==> src/shared/acs_params.svh <==
`ifndef ACS_PARAMS_SVH
`define ACS_PARAMS_SVH

// Register indices; byte address is four times the index
`define ACS_IDX_CTRL        12'hf70
`define ACS_IDX_HIGH        12'hf72
`define ACS_IDX_LOW         12'hf73
`define ACS_ADDR_W          14

// Control register field positions
`define ACS_CTRL_CHAN_LSB   0
`define ACS_CTRL_CHAN_MSB   3
`define ACS_CTRL_CONTINUOUS_SELECT_BIT   4
`define ACS_CTRL_REF_BIT    5
`define ACS_CTRL_PWR_BIT    6
`define ACS_CTRL_CEN_BIT    7

// Channel reset value and number of channels
`define ACS_CTRL_CHAN_RST   4'h0
`define ACS_NUM_CHANNELS    4'hc

// Timing counts in system clock cycles
`define ACS_IDLE_CYCLES     13'h00a0
`define ACS_PWRUP_CYCLES    13'h0028
`define ACS_CONV_CYCLES     5129
`define ACS_CONTINUOUS_SELECT_CYCLES     13'h0100

// Bus response codes
`define ACS_RESP_OKAY       2'h0
`define ACS_RESP_SLVERR     2'h2

`endif

==> src/shared/acs_pkg.sv <==
package acs_pkg;

   // Sequencer states
   typedef enum logic [2:0] {
      ACS_ST_OFF   = 3'b000,
      ACS_ST_IDLE  = 3'b001,
      ACS_ST_PWRUP = 3'b010,
      ACS_ST_FIRST = 3'b011,
      ACS_ST_CONTINUOUS_SELECT  = 3'b100
   } acs_state_t;

   typedef logic [9:0]  acs_result_t;
   typedef logic [3:0]  acs_chan_t;
   typedef logic [12:0] acs_count_t;

endpackage : acs_pkg

==> src/rtl/acs_result_hold.sv <==
`timescale 1ns/1ps
`include "acs_params.svh"

module acs_result_hold
   import acs_pkg::*;
(
   input  wire logic               aclk,
   input  wire logic               aresetn,
   input  wire logic               load,
   input  wire acs_pkg::acs_result_t load_data,
   input  wire logic               latch_low,
   output logic [7:0]              result_high,
   output logic [1:0]              latched_low
);

   acs_result_t result_reg;
   acs_result_t data_meta_reg;
   acs_result_t data_sync_reg;
   logic [1:0]  low_hold_reg;

   // Converter word comes from the analog side: two flops before any use
   always_ff @(posedge aclk)
   begin
      if (!aresetn)
      begin
         data_meta_reg <= 10'h000;
         data_sync_reg <= 10'h000;
      end
      else
      begin
         data_meta_reg <= load_data;
         data_sync_reg <= data_meta_reg;
      end
   end

   // Newest result; each completion overwrites the last
   always_ff @(posedge aclk)
   begin
      if (!aresetn)
         result_reg <= 10'h000;
      else if (load)
         result_reg <= data_sync_reg;
   end

   // Low bits frozen at the high-byte read; left unreset on purpose
   always_ff @(posedge aclk)
   begin
      if (latch_low)
         low_hold_reg <= result_reg[1:0];
   end

   assign result_high = result_reg[9:2];
   assign latched_low = low_hold_reg;

endmodule : acs_result_hold

==> src/rtl/acs_top.sv <==
// What this block does
// - After 160 idle cycles with no conversion, power the converter down.
// - From powered-down, spend 40 cycles powering up before converting.
// - A control-register write requesting conversion leaves the powered-down state.
// - Single-shot mode converts the selected channel once, then stops.
// - Four-bit channel field picks one of twelve analog inputs.
// - Continuous-select bit: 0 single-shot, 1 continuous.
// - Reference-control bit enables or disables the internal voltage reference.
// - Channel, mode, reference and start are taken in one write, start included.
// - Writing conversion-enable 1 starts; it reads 1 while single-shot runs.
// - Single-shot takes 5129 cycles, plus 40 power-up cycles when powered down.
// - Result bits 9..2 go to the high byte, bits 1..0 to low bits 7..6.
// - Single-shot completion clears conversion-enable to 0.
// - Every completed conversion, either mode, sends an interrupt request.
// - Continuous mode keeps converting; each result overwrites the previous one.
// - Continuous mode clears conversion-enable at first completion, keeps it 0.
// - After the first continuous result, a new result every 256 cycles.
// - High-byte read latches the low bits; low reads return the latched bits.
// - Low-bits register read-only; bits 7..6 hold result, 5..0 reserved.
// - Low result bits need no reset value; undefined until first latch.
//
// Local design decision: register access over AXI4-Lite.
`timescale 1ns/1ps
`include "acs_params.svh"

module acs_top
   import acs_pkg::*;
#(
   parameter int CONV_CYCLES = `ACS_CONV_CYCLES
)
(
   input  wire logic                  aclk,
   input  wire logic                  aresetn,
   // AXI4-Lite write address
   input  wire logic [`ACS_ADDR_W-1:0] s_axi_awaddr,
   input  wire logic [2:0]            s_axi_awprot,
   input  wire logic                  s_axi_awvalid,
   output logic                       s_axi_awready,
   // AXI4-Lite write data
   input  wire logic [31:0]           s_axi_wdata,
   input  wire logic [3:0]            s_axi_wstrb,
   input  wire logic                  s_axi_wvalid,
   output logic                       s_axi_wready,
   // AXI4-Lite write response
   output logic [1:0]                 s_axi_bresp,
   output logic                       s_axi_bvalid,
   input  wire logic                  s_axi_bready,
   // AXI4-Lite read address
   input  wire logic [`ACS_ADDR_W-1:0] s_axi_araddr,
   input  wire logic [2:0]            s_axi_arprot,
   input  wire logic                  s_axi_arvalid,
   output logic                       s_axi_arready,
   // AXI4-Lite read data
   output logic [31:0]                s_axi_rdata,
   output logic [1:0]                 s_axi_rresp,
   output logic                       s_axi_rvalid,
   input  wire logic                  s_axi_rready,
   // Analog converter core
   input  wire acs_pkg::acs_result_t  converter_data,
   output acs_pkg::acs_chan_t         input_channel_select,
   output logic                       reference_enable,
   output logic                       converter_power_on,
   output logic                       converter_active,
   // Interrupt controller
   output logic                       conversion_irq
);

   localparam acs_count_t CONV_LAST = 13'(CONV_CYCLES - 1);
   localparam acs_count_t PWR_LAST  = `ACS_PWRUP_CYCLES - 13'h0001;
   localparam acs_count_t IDLE_LAST = `ACS_IDLE_CYCLES - 13'h0001;
   localparam acs_count_t CONTINUOUS_SELECT_LAST = `ACS_CONTINUOUS_SELECT_CYCLES - 13'h0001;

   // Register index match on a word-aligned byte address
   function automatic logic reg_match(input logic [`ACS_ADDR_W-1:0] addr,
                                      input logic [11:0] idx);
      reg_match = (addr == {idx, 2'b00});
   endfunction : reg_match

   // Counter terminal test, shared by every timed state
   function automatic logic count_done(input acs_count_t cnt, input acs_count_t last);
      count_done = (cnt == last);
   endfunction : count_done

   acs_state_t          state_reg;
   acs_state_t          state_next;
   acs_count_t          cnt_reg;
   acs_count_t          cnt_next;

   acs_chan_t           chan_reg;
   logic                continuous_select_reg;
   logic                ref_reg;
   logic                cen_reg;
   logic                irq_reg;

   logic                aw_held_reg;
   logic                w_held_reg;
   logic [`ACS_ADDR_W-1:0] aw_addr_reg;
   logic [31:0]         w_data_reg;
   logic [3:0]          w_strb_reg;
   logic                bvalid_reg;
   logic [1:0]          bresp_reg;
   logic                rvalid_reg;
   logic [31:0]         rdata_reg;
   logic [1:0]          rresp_reg;

   logic                do_write;
   logic                ctrl_write;
   logic                start_req;
   logic                ar_take;
   logic                high_read;
   logic                conv_done;
   logic [7:0]          result_high;
   logic [1:0]          latched_low;

   // Write channel: address and data taken independently, then applied together
   assign s_axi_awready = !aw_held_reg && !bvalid_reg;
   assign s_axi_wready  = !w_held_reg && !bvalid_reg;
   assign do_write      = aw_held_reg && w_held_reg && !bvalid_reg;
   assign ctrl_write    = do_write && reg_match(aw_addr_reg, `ACS_IDX_CTRL) && w_strb_reg[0];
   // Start only when nothing is running; a busy write still updates fields
   assign start_req     = ctrl_write && w_data_reg[`ACS_CTRL_CEN_BIT] &&
                          (state_reg == ACS_ST_OFF || state_reg == ACS_ST_IDLE);

   // Held write address and data
   always_ff @(posedge aclk)
   begin
      if (!aresetn)
      begin
         aw_held_reg <= 1'b0;
         w_held_reg  <= 1'b0;
         aw_addr_reg <= '0;
         w_data_reg  <= 32'h0000_0000;
         w_strb_reg  <= 4'h0;
      end
      else
      begin
         if (s_axi_awvalid && s_axi_awready)
         begin
            aw_held_reg <= 1'b1;
            aw_addr_reg <= s_axi_awaddr;
         end
         else if (do_write)
            aw_held_reg <= 1'b0;
         if (s_axi_wvalid && s_axi_wready)
         begin
            w_held_reg <= 1'b1;
            w_data_reg <= s_axi_wdata;
            w_strb_reg <= s_axi_wstrb;
         end
         else if (do_write)
            w_held_reg <= 1'b0;
      end
   end

   // Write response; read-only registers accept and ignore, unmapped gets an error
   always_ff @(posedge aclk)
   begin
      if (!aresetn)
      begin
         bvalid_reg <= 1'b0;
         bresp_reg  <= `ACS_RESP_OKAY;
      end
      else if (do_write)
      begin
         bvalid_reg <= 1'b1;
         if (reg_match(aw_addr_reg, `ACS_IDX_CTRL) || reg_match(aw_addr_reg, `ACS_IDX_HIGH) ||
             reg_match(aw_addr_reg, `ACS_IDX_LOW))
            bresp_reg <= `ACS_RESP_OKAY;
         else
            bresp_reg <= `ACS_RESP_SLVERR;
      end
      else if (s_axi_bready)
         bvalid_reg <= 1'b0;
   end

   assign s_axi_bvalid = bvalid_reg;
   assign s_axi_bresp  = bresp_reg;

   // Read channel: one read at a time, data from flops one cycle later
   assign s_axi_arready = !rvalid_reg;
   assign ar_take       = s_axi_arvalid && s_axi_arready;
   assign high_read     = ar_take && reg_match(s_axi_araddr, `ACS_IDX_HIGH);

   always_ff @(posedge aclk)
   begin
      if (!aresetn)
      begin
         rvalid_reg <= 1'b0;
         rdata_reg  <= 32'h0000_0000;
         rresp_reg  <= `ACS_RESP_OKAY;
      end
      else if (ar_take)
      begin
         rvalid_reg <= 1'b1;
         rresp_reg  <= `ACS_RESP_OKAY;
         rdata_reg  <= 32'h0000_0000;
         if (reg_match(s_axi_araddr, `ACS_IDX_CTRL))
         begin
            rdata_reg[`ACS_CTRL_CHAN_MSB:`ACS_CTRL_CHAN_LSB] <= chan_reg;
            rdata_reg[`ACS_CTRL_CONTINUOUS_SELECT_BIT] <= continuous_select_reg;
            rdata_reg[`ACS_CTRL_REF_BIT]  <= ref_reg;
            rdata_reg[`ACS_CTRL_PWR_BIT]  <= (state_reg != ACS_ST_OFF);
            rdata_reg[`ACS_CTRL_CEN_BIT]  <= cen_reg;
         end
         else if (reg_match(s_axi_araddr, `ACS_IDX_HIGH))
            rdata_reg[7:0] <= result_high;
         else if (reg_match(s_axi_araddr, `ACS_IDX_LOW))
            rdata_reg[7:6] <= latched_low;   // Reserved 5..0 read zero
         else
            rresp_reg <= `ACS_RESP_SLVERR;
      end
      else if (s_axi_rready)
         rvalid_reg <= 1'b0;
   end

   assign s_axi_rvalid = rvalid_reg;
   assign s_axi_rdata  = rdata_reg;
   assign s_axi_rresp  = rresp_reg;

   // Control fields, all taken from one write
   always_ff @(posedge aclk)
   begin
      if (!aresetn)
      begin
         chan_reg <= `ACS_CTRL_CHAN_RST;
         continuous_select_reg <= 1'b0;
         ref_reg  <= 1'b0;
      end
      else if (ctrl_write)
      begin
         // Codes past the last input are clipped to keep the mux in range
         if (w_data_reg[`ACS_CTRL_CHAN_MSB:`ACS_CTRL_CHAN_LSB] < `ACS_NUM_CHANNELS)
            chan_reg <= w_data_reg[`ACS_CTRL_CHAN_MSB:`ACS_CTRL_CHAN_LSB];
         else
            chan_reg <= `ACS_NUM_CHANNELS - 4'h1;
         continuous_select_reg <= w_data_reg[`ACS_CTRL_CONTINUOUS_SELECT_BIT];
         ref_reg  <= w_data_reg[`ACS_CTRL_REF_BIT];
      end
   end

   // Completion of any conversion, first or repeated
   assign conv_done = (state_reg == ACS_ST_FIRST && count_done(cnt_reg, CONV_LAST)) ||
                      (state_reg == ACS_ST_CONTINUOUS_SELECT  && count_done(cnt_reg, CONTINUOUS_SELECT_LAST));

   // Sequencer next state
   always_comb
   begin
      state_next = state_reg;
      cnt_next   = cnt_reg + 13'h0001;
      case (state_reg)
         ACS_ST_OFF:
         begin
            cnt_next = 13'h0000;
            if (start_req)
               state_next = ACS_ST_PWRUP;
         end
         ACS_ST_IDLE:
         begin
            if (start_req)
            begin
               state_next = ACS_ST_FIRST;   // Already powered, no wake-up cost
               cnt_next   = 13'h0000;
            end
            else if (count_done(cnt_reg, IDLE_LAST))
            begin
               state_next = ACS_ST_OFF;
               cnt_next   = 13'h0000;
            end
         end
         ACS_ST_PWRUP:
         begin
            if (count_done(cnt_reg, PWR_LAST))
            begin
               state_next = ACS_ST_FIRST;
               cnt_next   = 13'h0000;
            end
         end
         ACS_ST_FIRST:
         begin
            if (count_done(cnt_reg, CONV_LAST))
            begin
               cnt_next = 13'h0000;
               // Mode sampled at completion so a late mode change still counts
               if (continuous_select_reg)
                  state_next = ACS_ST_CONTINUOUS_SELECT;
               else
                  state_next = ACS_ST_IDLE;
            end
         end
         ACS_ST_CONTINUOUS_SELECT:
         begin
            if (!continuous_select_reg)
            begin
               state_next = ACS_ST_IDLE;      // Stop at once, partial result dropped
               cnt_next   = 13'h0000;
            end
            else if (count_done(cnt_reg, CONTINUOUS_SELECT_LAST))
               cnt_next = 13'h0000;
         end
         default:
         begin
            state_next = ACS_ST_OFF;
            cnt_next   = 13'h0000;
         end
      endcase
   end

   // Sequencer state and cycle counter
   always_ff @(posedge aclk)
   begin
      if (!aresetn)
      begin
         state_reg <= ACS_ST_OFF;
         cnt_reg   <= 13'h0000;
      end
      else
      begin
         state_reg <= state_next;
         cnt_reg   <= cnt_next;
      end
   end

   // Conversion-enable: set by a start, cleared at the first completion
   always_ff @(posedge aclk)
   begin
      if (!aresetn)
         cen_reg <= 1'b0;
      else if (start_req)
         cen_reg <= 1'b1;
      else if (state_reg == ACS_ST_FIRST && conv_done)
         cen_reg <= 1'b0;
   end

   // One-cycle interrupt request per result
   always_ff @(posedge aclk)
   begin
      if (!aresetn)
         irq_reg <= 1'b0;
      else
         irq_reg <= conv_done;
   end

   // Synchroniser, result store and low-bit latch
   acs_result_hold u_result_hold (
      .aclk        (aclk),
      .aresetn     (aresetn),
      .load        (conv_done),
      .load_data   (converter_data),
      .latch_low   (high_read),
      .result_high (result_high),
      .latched_low (latched_low)
   );

   // Analog core controls
   assign input_channel_select = chan_reg;
   assign reference_enable     = ref_reg;
   assign converter_power_on   = (state_reg != ACS_ST_OFF);   // High through power-up too
   assign converter_active     = (state_reg == ACS_ST_FIRST) || (state_reg == ACS_ST_CONTINUOUS_SELECT);
   assign conversion_irq       = irq_reg;

endmodule : acs_top

==> config.mk <==
export PLATFORM = sky130hd
export DESIGN_NAME = acs_top
export DESIGN_NICKNAME = d
export VERILOG_FILES = /design/src/shared/acs_pkg.sv /design/src/rtl/acs_result_hold.sv /design/src/rtl/acs_top.sv
export VERILOG_INCLUDE_DIRS = /design/src /design/src/shared
export SDC_FILE = /design/constraint.sdc
export NUM_CORES = 1
export LEC_CHECK = 0
export ABC_AREA = 1
export ABC_CLOCK_PERIOD_IN_PS = 1900
export BUFFER_PORTS_ARGS = -buffer_cell sky130_fd_sc_hd__buf_2
export CORE_MARGIN = 8
export CORE_UTILIZATION = 45
export DETAILED_ROUTE_END_ITERATION = 8
export PLACE_DENSITY = 0.76
export SYNTH_ARGS = -nofsm -noshare
export SYNTH_HDL_FRONTEND = slang
export SYNTH_SLANG_ARGS = --single-unit
==> constraint.sdc <==
create_clock -name aclk -period 1.9 [get_ports aclk]
set_clock_uncertainty 0.15 [all_clocks]
set_input_delay 0.095 -clock aclk [delete_from_list [all_inputs] [get_ports aclk]]
set_output_delay 0.095 -clock aclk [all_outputs]
set_load 0.005 [all_outputs]
Word level (Yosys, flattened, before mapping)
Cells that the tools add are included.

Bits in registers: 95. Bits of input ports: 87. Output and inout port bits: 49. Word-level logic and storage cells: 107.

Add/subtract/negate cells: 1. Order comparisons: 1. Equal/unequal tests: 19. Multiplexer cells: 33. Reduce and logical (&&, ||, !) cells: 32.

Operator list (number): 14-bit == test (second input constant) (6); 13-bit 2-to-1 mux (6); 13-bit one-hot mux with 4 select lines (1); 13-bit by 8-bit == test with 1-bit output (second input constant) (2); 3-bit 2-to-1 mux (7); 1-bit logical AND (15); 3-bit one-hot mux with 5 select lines (1); 13-bit by 1-bit adder with 13-bit output (second input constant) (1); 13-bit == test (second input constant) (1); 13-bit by 6-bit == test with 1-bit output (second input constant) (1); 2-bit 2-to-1 mux (6); 2-bit nonzero test (5); 1-bit 2-to-1 mux (9); 8-bit 2-to-1 mux (1); 2-bit != test (second input constant) (4); 3-bit by 2-bit == test with 1-bit output (second input constant) (2); 6-bit 2-to-1 mux (1); 1-bit logical OR (5); 5-bit AND reduction (1); 1-bit zero test (4); 4-bit less-than comparator (second input constant) (1); 4-bit 2-to-1 mux (1); 3-bit by 1-bit == test with 1-bit output (second input constant) (1); 3-bit == test (second input constant) (1); other kinds (3) (3).

Depth between registers and ports, before layout
Depth after elaboration: 8. Gate-level depth with buffers: 12. Gate-level depth less buffers: 12.

By module
Synthesis repeated with hierarchy kept, for this count alone.

Cells, all modules: 569. Area, all modules: 4196.5 sq um.

By module, submodules not included: acs_top (instances 1, cells each 434, area an instance 3100.5 sq um, sequential area each 1201.2 sq um); acs_result_hold (instances 1, cells each 135, area an instance 1096.1 sq um, sequential area each 660.6 sq um).

Worst setup path after synthesis
OpenSTA, ideal clock, no wires.

Path kind: flip-flop to flip-flop. From: register cnt_reg[0]. To: register cnt_reg[9]. Setup time: 115 ps. Arrival: 1496 ps. Required time: 1635 ps. Setup slack: 140 ps. Stages on the path, launching flop included: 13. Buffers on the path: 0. Clock period less this slack: 1760 ps. Cell sequence: dfxtp_1 ha_1 nand2_1 nor2_2 nand2_2 nor3_4 nand2_2 nor2_4 nand2_2 nand2_2 nand2_4 nand2_8 nor2_2.

Longest elaborated chain between the ends: 4. Elaborated cells on any way between the ends: 12. Classes of those cells: add/sub (1); eq/ne (4); mux (7).

RTL lines: start: declaration (line acs_top.sv:86) `acs_count_t cnt_reg;`; start signal: assignment (line acs_top.sv:319) `cnt_reg <= cnt_next;`; 13-bit by 1-bit adder with 13-bit output or 13-bit by 8-bit == test with 1-bit output (tied branches) (line acs_top.sv:249, acs_top.sv:81); 13-bit 2-to-1 mux, on equally long branches (line acs_top.sv:297, acs_top.sv:264); 13-bit 2-to-1 mux, on equally long branches (line acs_top.sv:292, acs_top.sv:259); 13-bit one-hot mux with 4 select lines (*) (line acs_top.sv:250) `case (state_reg)`.

Mark *: on every way between the ends. The rest lies on a longest branch, timed or not. A chain may end at the register's enable or synchronous reset.

Final worst setup path
Ends and elaborated chain as after synthesis.

==> run summary <==
The tools report the fmax as 538.9 MHz. Sorting the synthesized cells by area gives the leading types as sky130_fd_sc_hd__dfxtp_1, sky130_fd_sc_hd__nor2_1, sky130_fd_sc_hd__nand2_1, sky130_fd_sc_hd__inv_1, sky130_fd_sc_hd__buf_4. From synthesis to final layout, the design area changed by 32.61%.

The fraction of layout instances using a drive strength above 1 came out at 23.45%. Leaving out fill and tap cells, the most frequent cells in the layout are sky130_fd_sc_hd__nor2_1, sky130_fd_sc_hd__dfxtp_1, sky130_fd_sc_hd__buf_2, sky130_fd_sc_hd__nand2_1, sky130_fd_sc_hd__inv_1. The synthesized design contains 92 register bits. The largest stage delay on the critical path came out at 370 ps. The number of rows in the core area is 34, and the clock transition at the registers of the reported paths is 100 ps.

The signal on the critical path passes through ha_4 > nand2_4 > nor2_4 > nand2_2 > buf_4 > nor3_1 > nand2_1 > nand2_4 > nand2_4 > nand2_8 > nor2_4. The tools report the critical path capture point as cnt_reg[9]$_SDFF_PN0_. In this run the worst hold path is classified as in2reg. The detailed-placement wirelength estimate came out at 6.796 mm. CTS placed an instance of sky130_fd_sc_hd__clkbuf_8 at the clock tree root. For the met1 global-route usage, the log shows 17.56%. After filler insertion, the fill cell instance count of the layout stands at 730.

Global routing finished with a remaining overflow of 0. The aggregate routed wire length was 10.59 mm. Setup repair after global routing could not meet its margin everywhere.

The count of cells in the finished layout, fillers not included, comes to 786. The largest fanout of any net on the critical path is 6. After detailed routing, the number of remaining DRC violations is 0. Measured along the x axis, the die boundary spans 110.4 um. No sink is reached through more buffers than the 2 on the longest clock path.

After floorplanning, the core was sized to cover 8678 um2. After global routing, the most crowded layer is met2. After detailed placement, the design holds a cell count of 716. 0 antenna diodes ended up in the layout. The pre-antenna-repair detailed-routing pass consisted of 5 iterations.

In this run the biggest area consumer among cell types represents 44.93% of the synthesized area. Once detail routing completed, the nets flagged for antenna violations numbered 0. The worst register-to-register path has a depth of 11. The ratio of final minimum period to clock period was 97.67%. The final number of max-transition violations came out at 0.

The logs give 9 for the TritonCTS buffer count and 762 for the net total in the final layout. The first global-routing pass estimated 17.00 mm of wire. The checks that failed: negative hold slack.

Detailed-route vias per instance: 4.911. The clock reaches the later pin of the worst-skew pair after 360 ps. The mapped netlist covers 4010 um2. For the number of levels the H-tree was split into, the log shows 3. Leaving out fill and tap cells, the most frequent cell in the layout is sky130_fd_sc_hd__nor2_1. STA classifies the critical path startpoint as a flop. Averaged over all synthesized cells, the footprint is 7.468 um2. The flow ran to the end, but the final reports show violations. The run gives -10.54 ps as the worst hold-check slack. The count of flip-flops with a built-in enable after synthesis works out to 2. Number of endpoints with negative hold slack in the final report: 1.

The critical path depth came out at 11. The pin count of the biggest net entering global routing is 27. Number of warnings issued by yosys: 0. Sequential elements use 46.43% of the synthesized area.

The most critical setup path has its startpoint at cnt_reg[0]$_SDFF_PN0_. TritonCTS built the clock tree. The source of the worst register-to-register timing path was cnt_reg[0]$_SDFF_PN0_.

The die covers 12190 um2. The logs give 0.8483 for the final weighted congestion of routability-driven global placement and 136 for the number of I/O pins. The detailed router finished its first iteration with 211 violations. Number of global-route vias before repair: 3766. Global routing used 16.40% of the available tracks across all layers.

The worst setup path is captured at a flop. After synthesis, the netlist uses 33 different library cells. The setup violation total in the final timing report is 0. For met3 alone, demand over resource in global routing was 3.734%.

For this run, global-route usage on met2 was measured as 29.45%. Of all flip-flops after synthesis, the portion carrying an async set or reset was 0%. Among cell families on the critical path, the largest total delay comes from simple AND/OR/NAND/NOR gates. The starting density of the core came out at 46.21%. The via count was 3860. Synthesis produced a netlist whose cell count is 537. Measured on the finished design, the core utilization comes to 61.27%. The type of the setup path with the least slack was reg2reg. IR analysis of the VDD net gives a maximum drop of 630.0 uV. The clock net in this run drives a total of 92 sinks. The cell type with the highest occurrence count on the critical path is sky130_fd_sc_hd__nand2_4. The worst register-to-register path has a setup slack of 40 ps. Power spread over the standard cell area amounts to 852.3 nW/um2. The total of buffers placed on input and output ports was 75. Flip-flop count of the largest register, all copies and words added: 14.

The most used flip-flop cell after synthesis is sky130_fd_sc_hd__dfxtp_1. The buffer and inverter count on the worst path works out to 1. Data on the critical path is required at its endpoint by 2010 ps. For this design, the slowest cell found on the critical path is sky130_fd_sc_hd__dfxtp_2.

The tool flagged a number of max-cap violations equal to 0. The run gives 2.547 nW as the standby leakage power. The endpoint identified for the worst register-to-register timing path is cnt_reg[9]$_SDFF_PN0_.

The die is 110.4 um tall. The worst path needs 1856 ps of the cycle, external delays included. Of all cell types, the one taking the most synthesized area is sky130_fd_sc_hd__dfxtp_1. The number of antenna violations at the first check in global routing was 0; the data arrival time at the worst-slack endpoint was 1960 ps. After detailed routing, the average wire length per cell comes to 13.48 um.
## logic make-up (layout without fill, tap and decap cells)
family,Yosys count,after routing,synth area share (%)
AOI/OAI and AO/OA,76,77,10.67
xor gates and xnor gates,5,5,1.092
adders and majority gates,2,2,0.6239
buffers and inverters,105,218,12.54
DFF,92,92,46.43
other,1,26,0.09351
and+or+nand+nor,256,258,28.55
## worst register-to-register path, stage by stage (launching register included)
cell                      delay, ps
sky130_fd_sc_hd__dfxtp_2        370
sky130_fd_sc_hd__ha_4           160
sky130_fd_sc_hd__nand2_4         60
sky130_fd_sc_hd__nor2_4         100
sky130_fd_sc_hd__nand2_2         80
sky130_fd_sc_hd__buf_4          150
sky130_fd_sc_hd__nor3_1         190
sky130_fd_sc_hd__nand2_1        120
sky130_fd_sc_hd__nand2_4        120
sky130_fd_sc_hd__nand2_4        110
sky130_fd_sc_hd__nand2_8        110
sky130_fd_sc_hd__nor2_4          40
## how the worst min path moves through the flow
stage                                                      endpoint  slack (ps)  cells after the start         startpoint
after floorplan           u_result_hold.data_meta_reg[0]$_SDFF_PN0_          40                      2  converter_data[0]
after global placement    u_result_hold.data_meta_reg[5]$_SDFF_PN0_         130                      3  converter_data[5]
after detailed placement  u_result_hold.data_meta_reg[8]$_SDFF_PN0_         130                      3  converter_data[8]
after CTS                                  aw_held_reg$_SDFFE_PN0P_          20                      3      s_axi_awvalid
after global routing                       aw_held_reg$_SDFFE_PN0P_          30                      3      s_axi_awvalid
final                                      aw_held_reg$_SDFFE_PN0P_         -10                      3      s_axi_awvalid
## repair_timing
action,CTS,global route
resized for setup,12,25
setup buffers,5,2
gates cloned,3,0
hold buffers,43,1
endpoints found under the setup margin,14,29
hold endpoints to repair,37,1
pin swaps,10,19
## layout make-up
type	instances	area [um2]	area share, %
Inverter	67	254.0	4.776
Clock buffer	9	123.9	2.329
Tap cell	108	135.1	2.541
Timing Repair Buffer	135	939.7	17.67
Sequential cell	92	1864	35.06
Multi-Input combinational cell	368	1907	35.86
Clock inverter	7	93.84	1.765
## synthesized netlist by cell type, drive strengths merged, types with 4 or more instances
| cell | n |
|---|---|
| a211oi | 4 |
| a21oi | 19 |
| buf | 28 |
| clkbuf | 10 |
| dfxtp | 90 |
| inv | 67 |
| nand2 | 88 |
| nand3 | 36 |
| nand4 | 4 |
| nor2 | 112 |
| nor3 | 12 |
| o211ai | 9 |
| o21ai | 40 |
## layer usage
layer / vias up / wire [um]
li1: 1936 / -
met2: 147 / 5534
met3: 35 / 618
met5: - / 0
met1: 1742 / 4076
met4: 0 / 364
## metrics by stage
stage	TNS (ps)	instance area [um2]	total power, W	setup WS (ps)
CTS	-136.1	5197	0.004482	-31.90
floorplan	0	4104	0.002785	139.6
finish	0	5318	0.004532	44.33
global route	-316.7	5318	0.004777	-51.66
global placement	0	4431	0.002986	60.12
detailed placement	-315.1	4431	0.003017	-48.97
## report_power, final
group / internal, W / switching, W
Combinational: 0.000408 / 0.000668
Sequential: 0.00205 / 0.0000725
Clock: 0.000535 / 0.000800
Power figures use the tool's default switching activity.
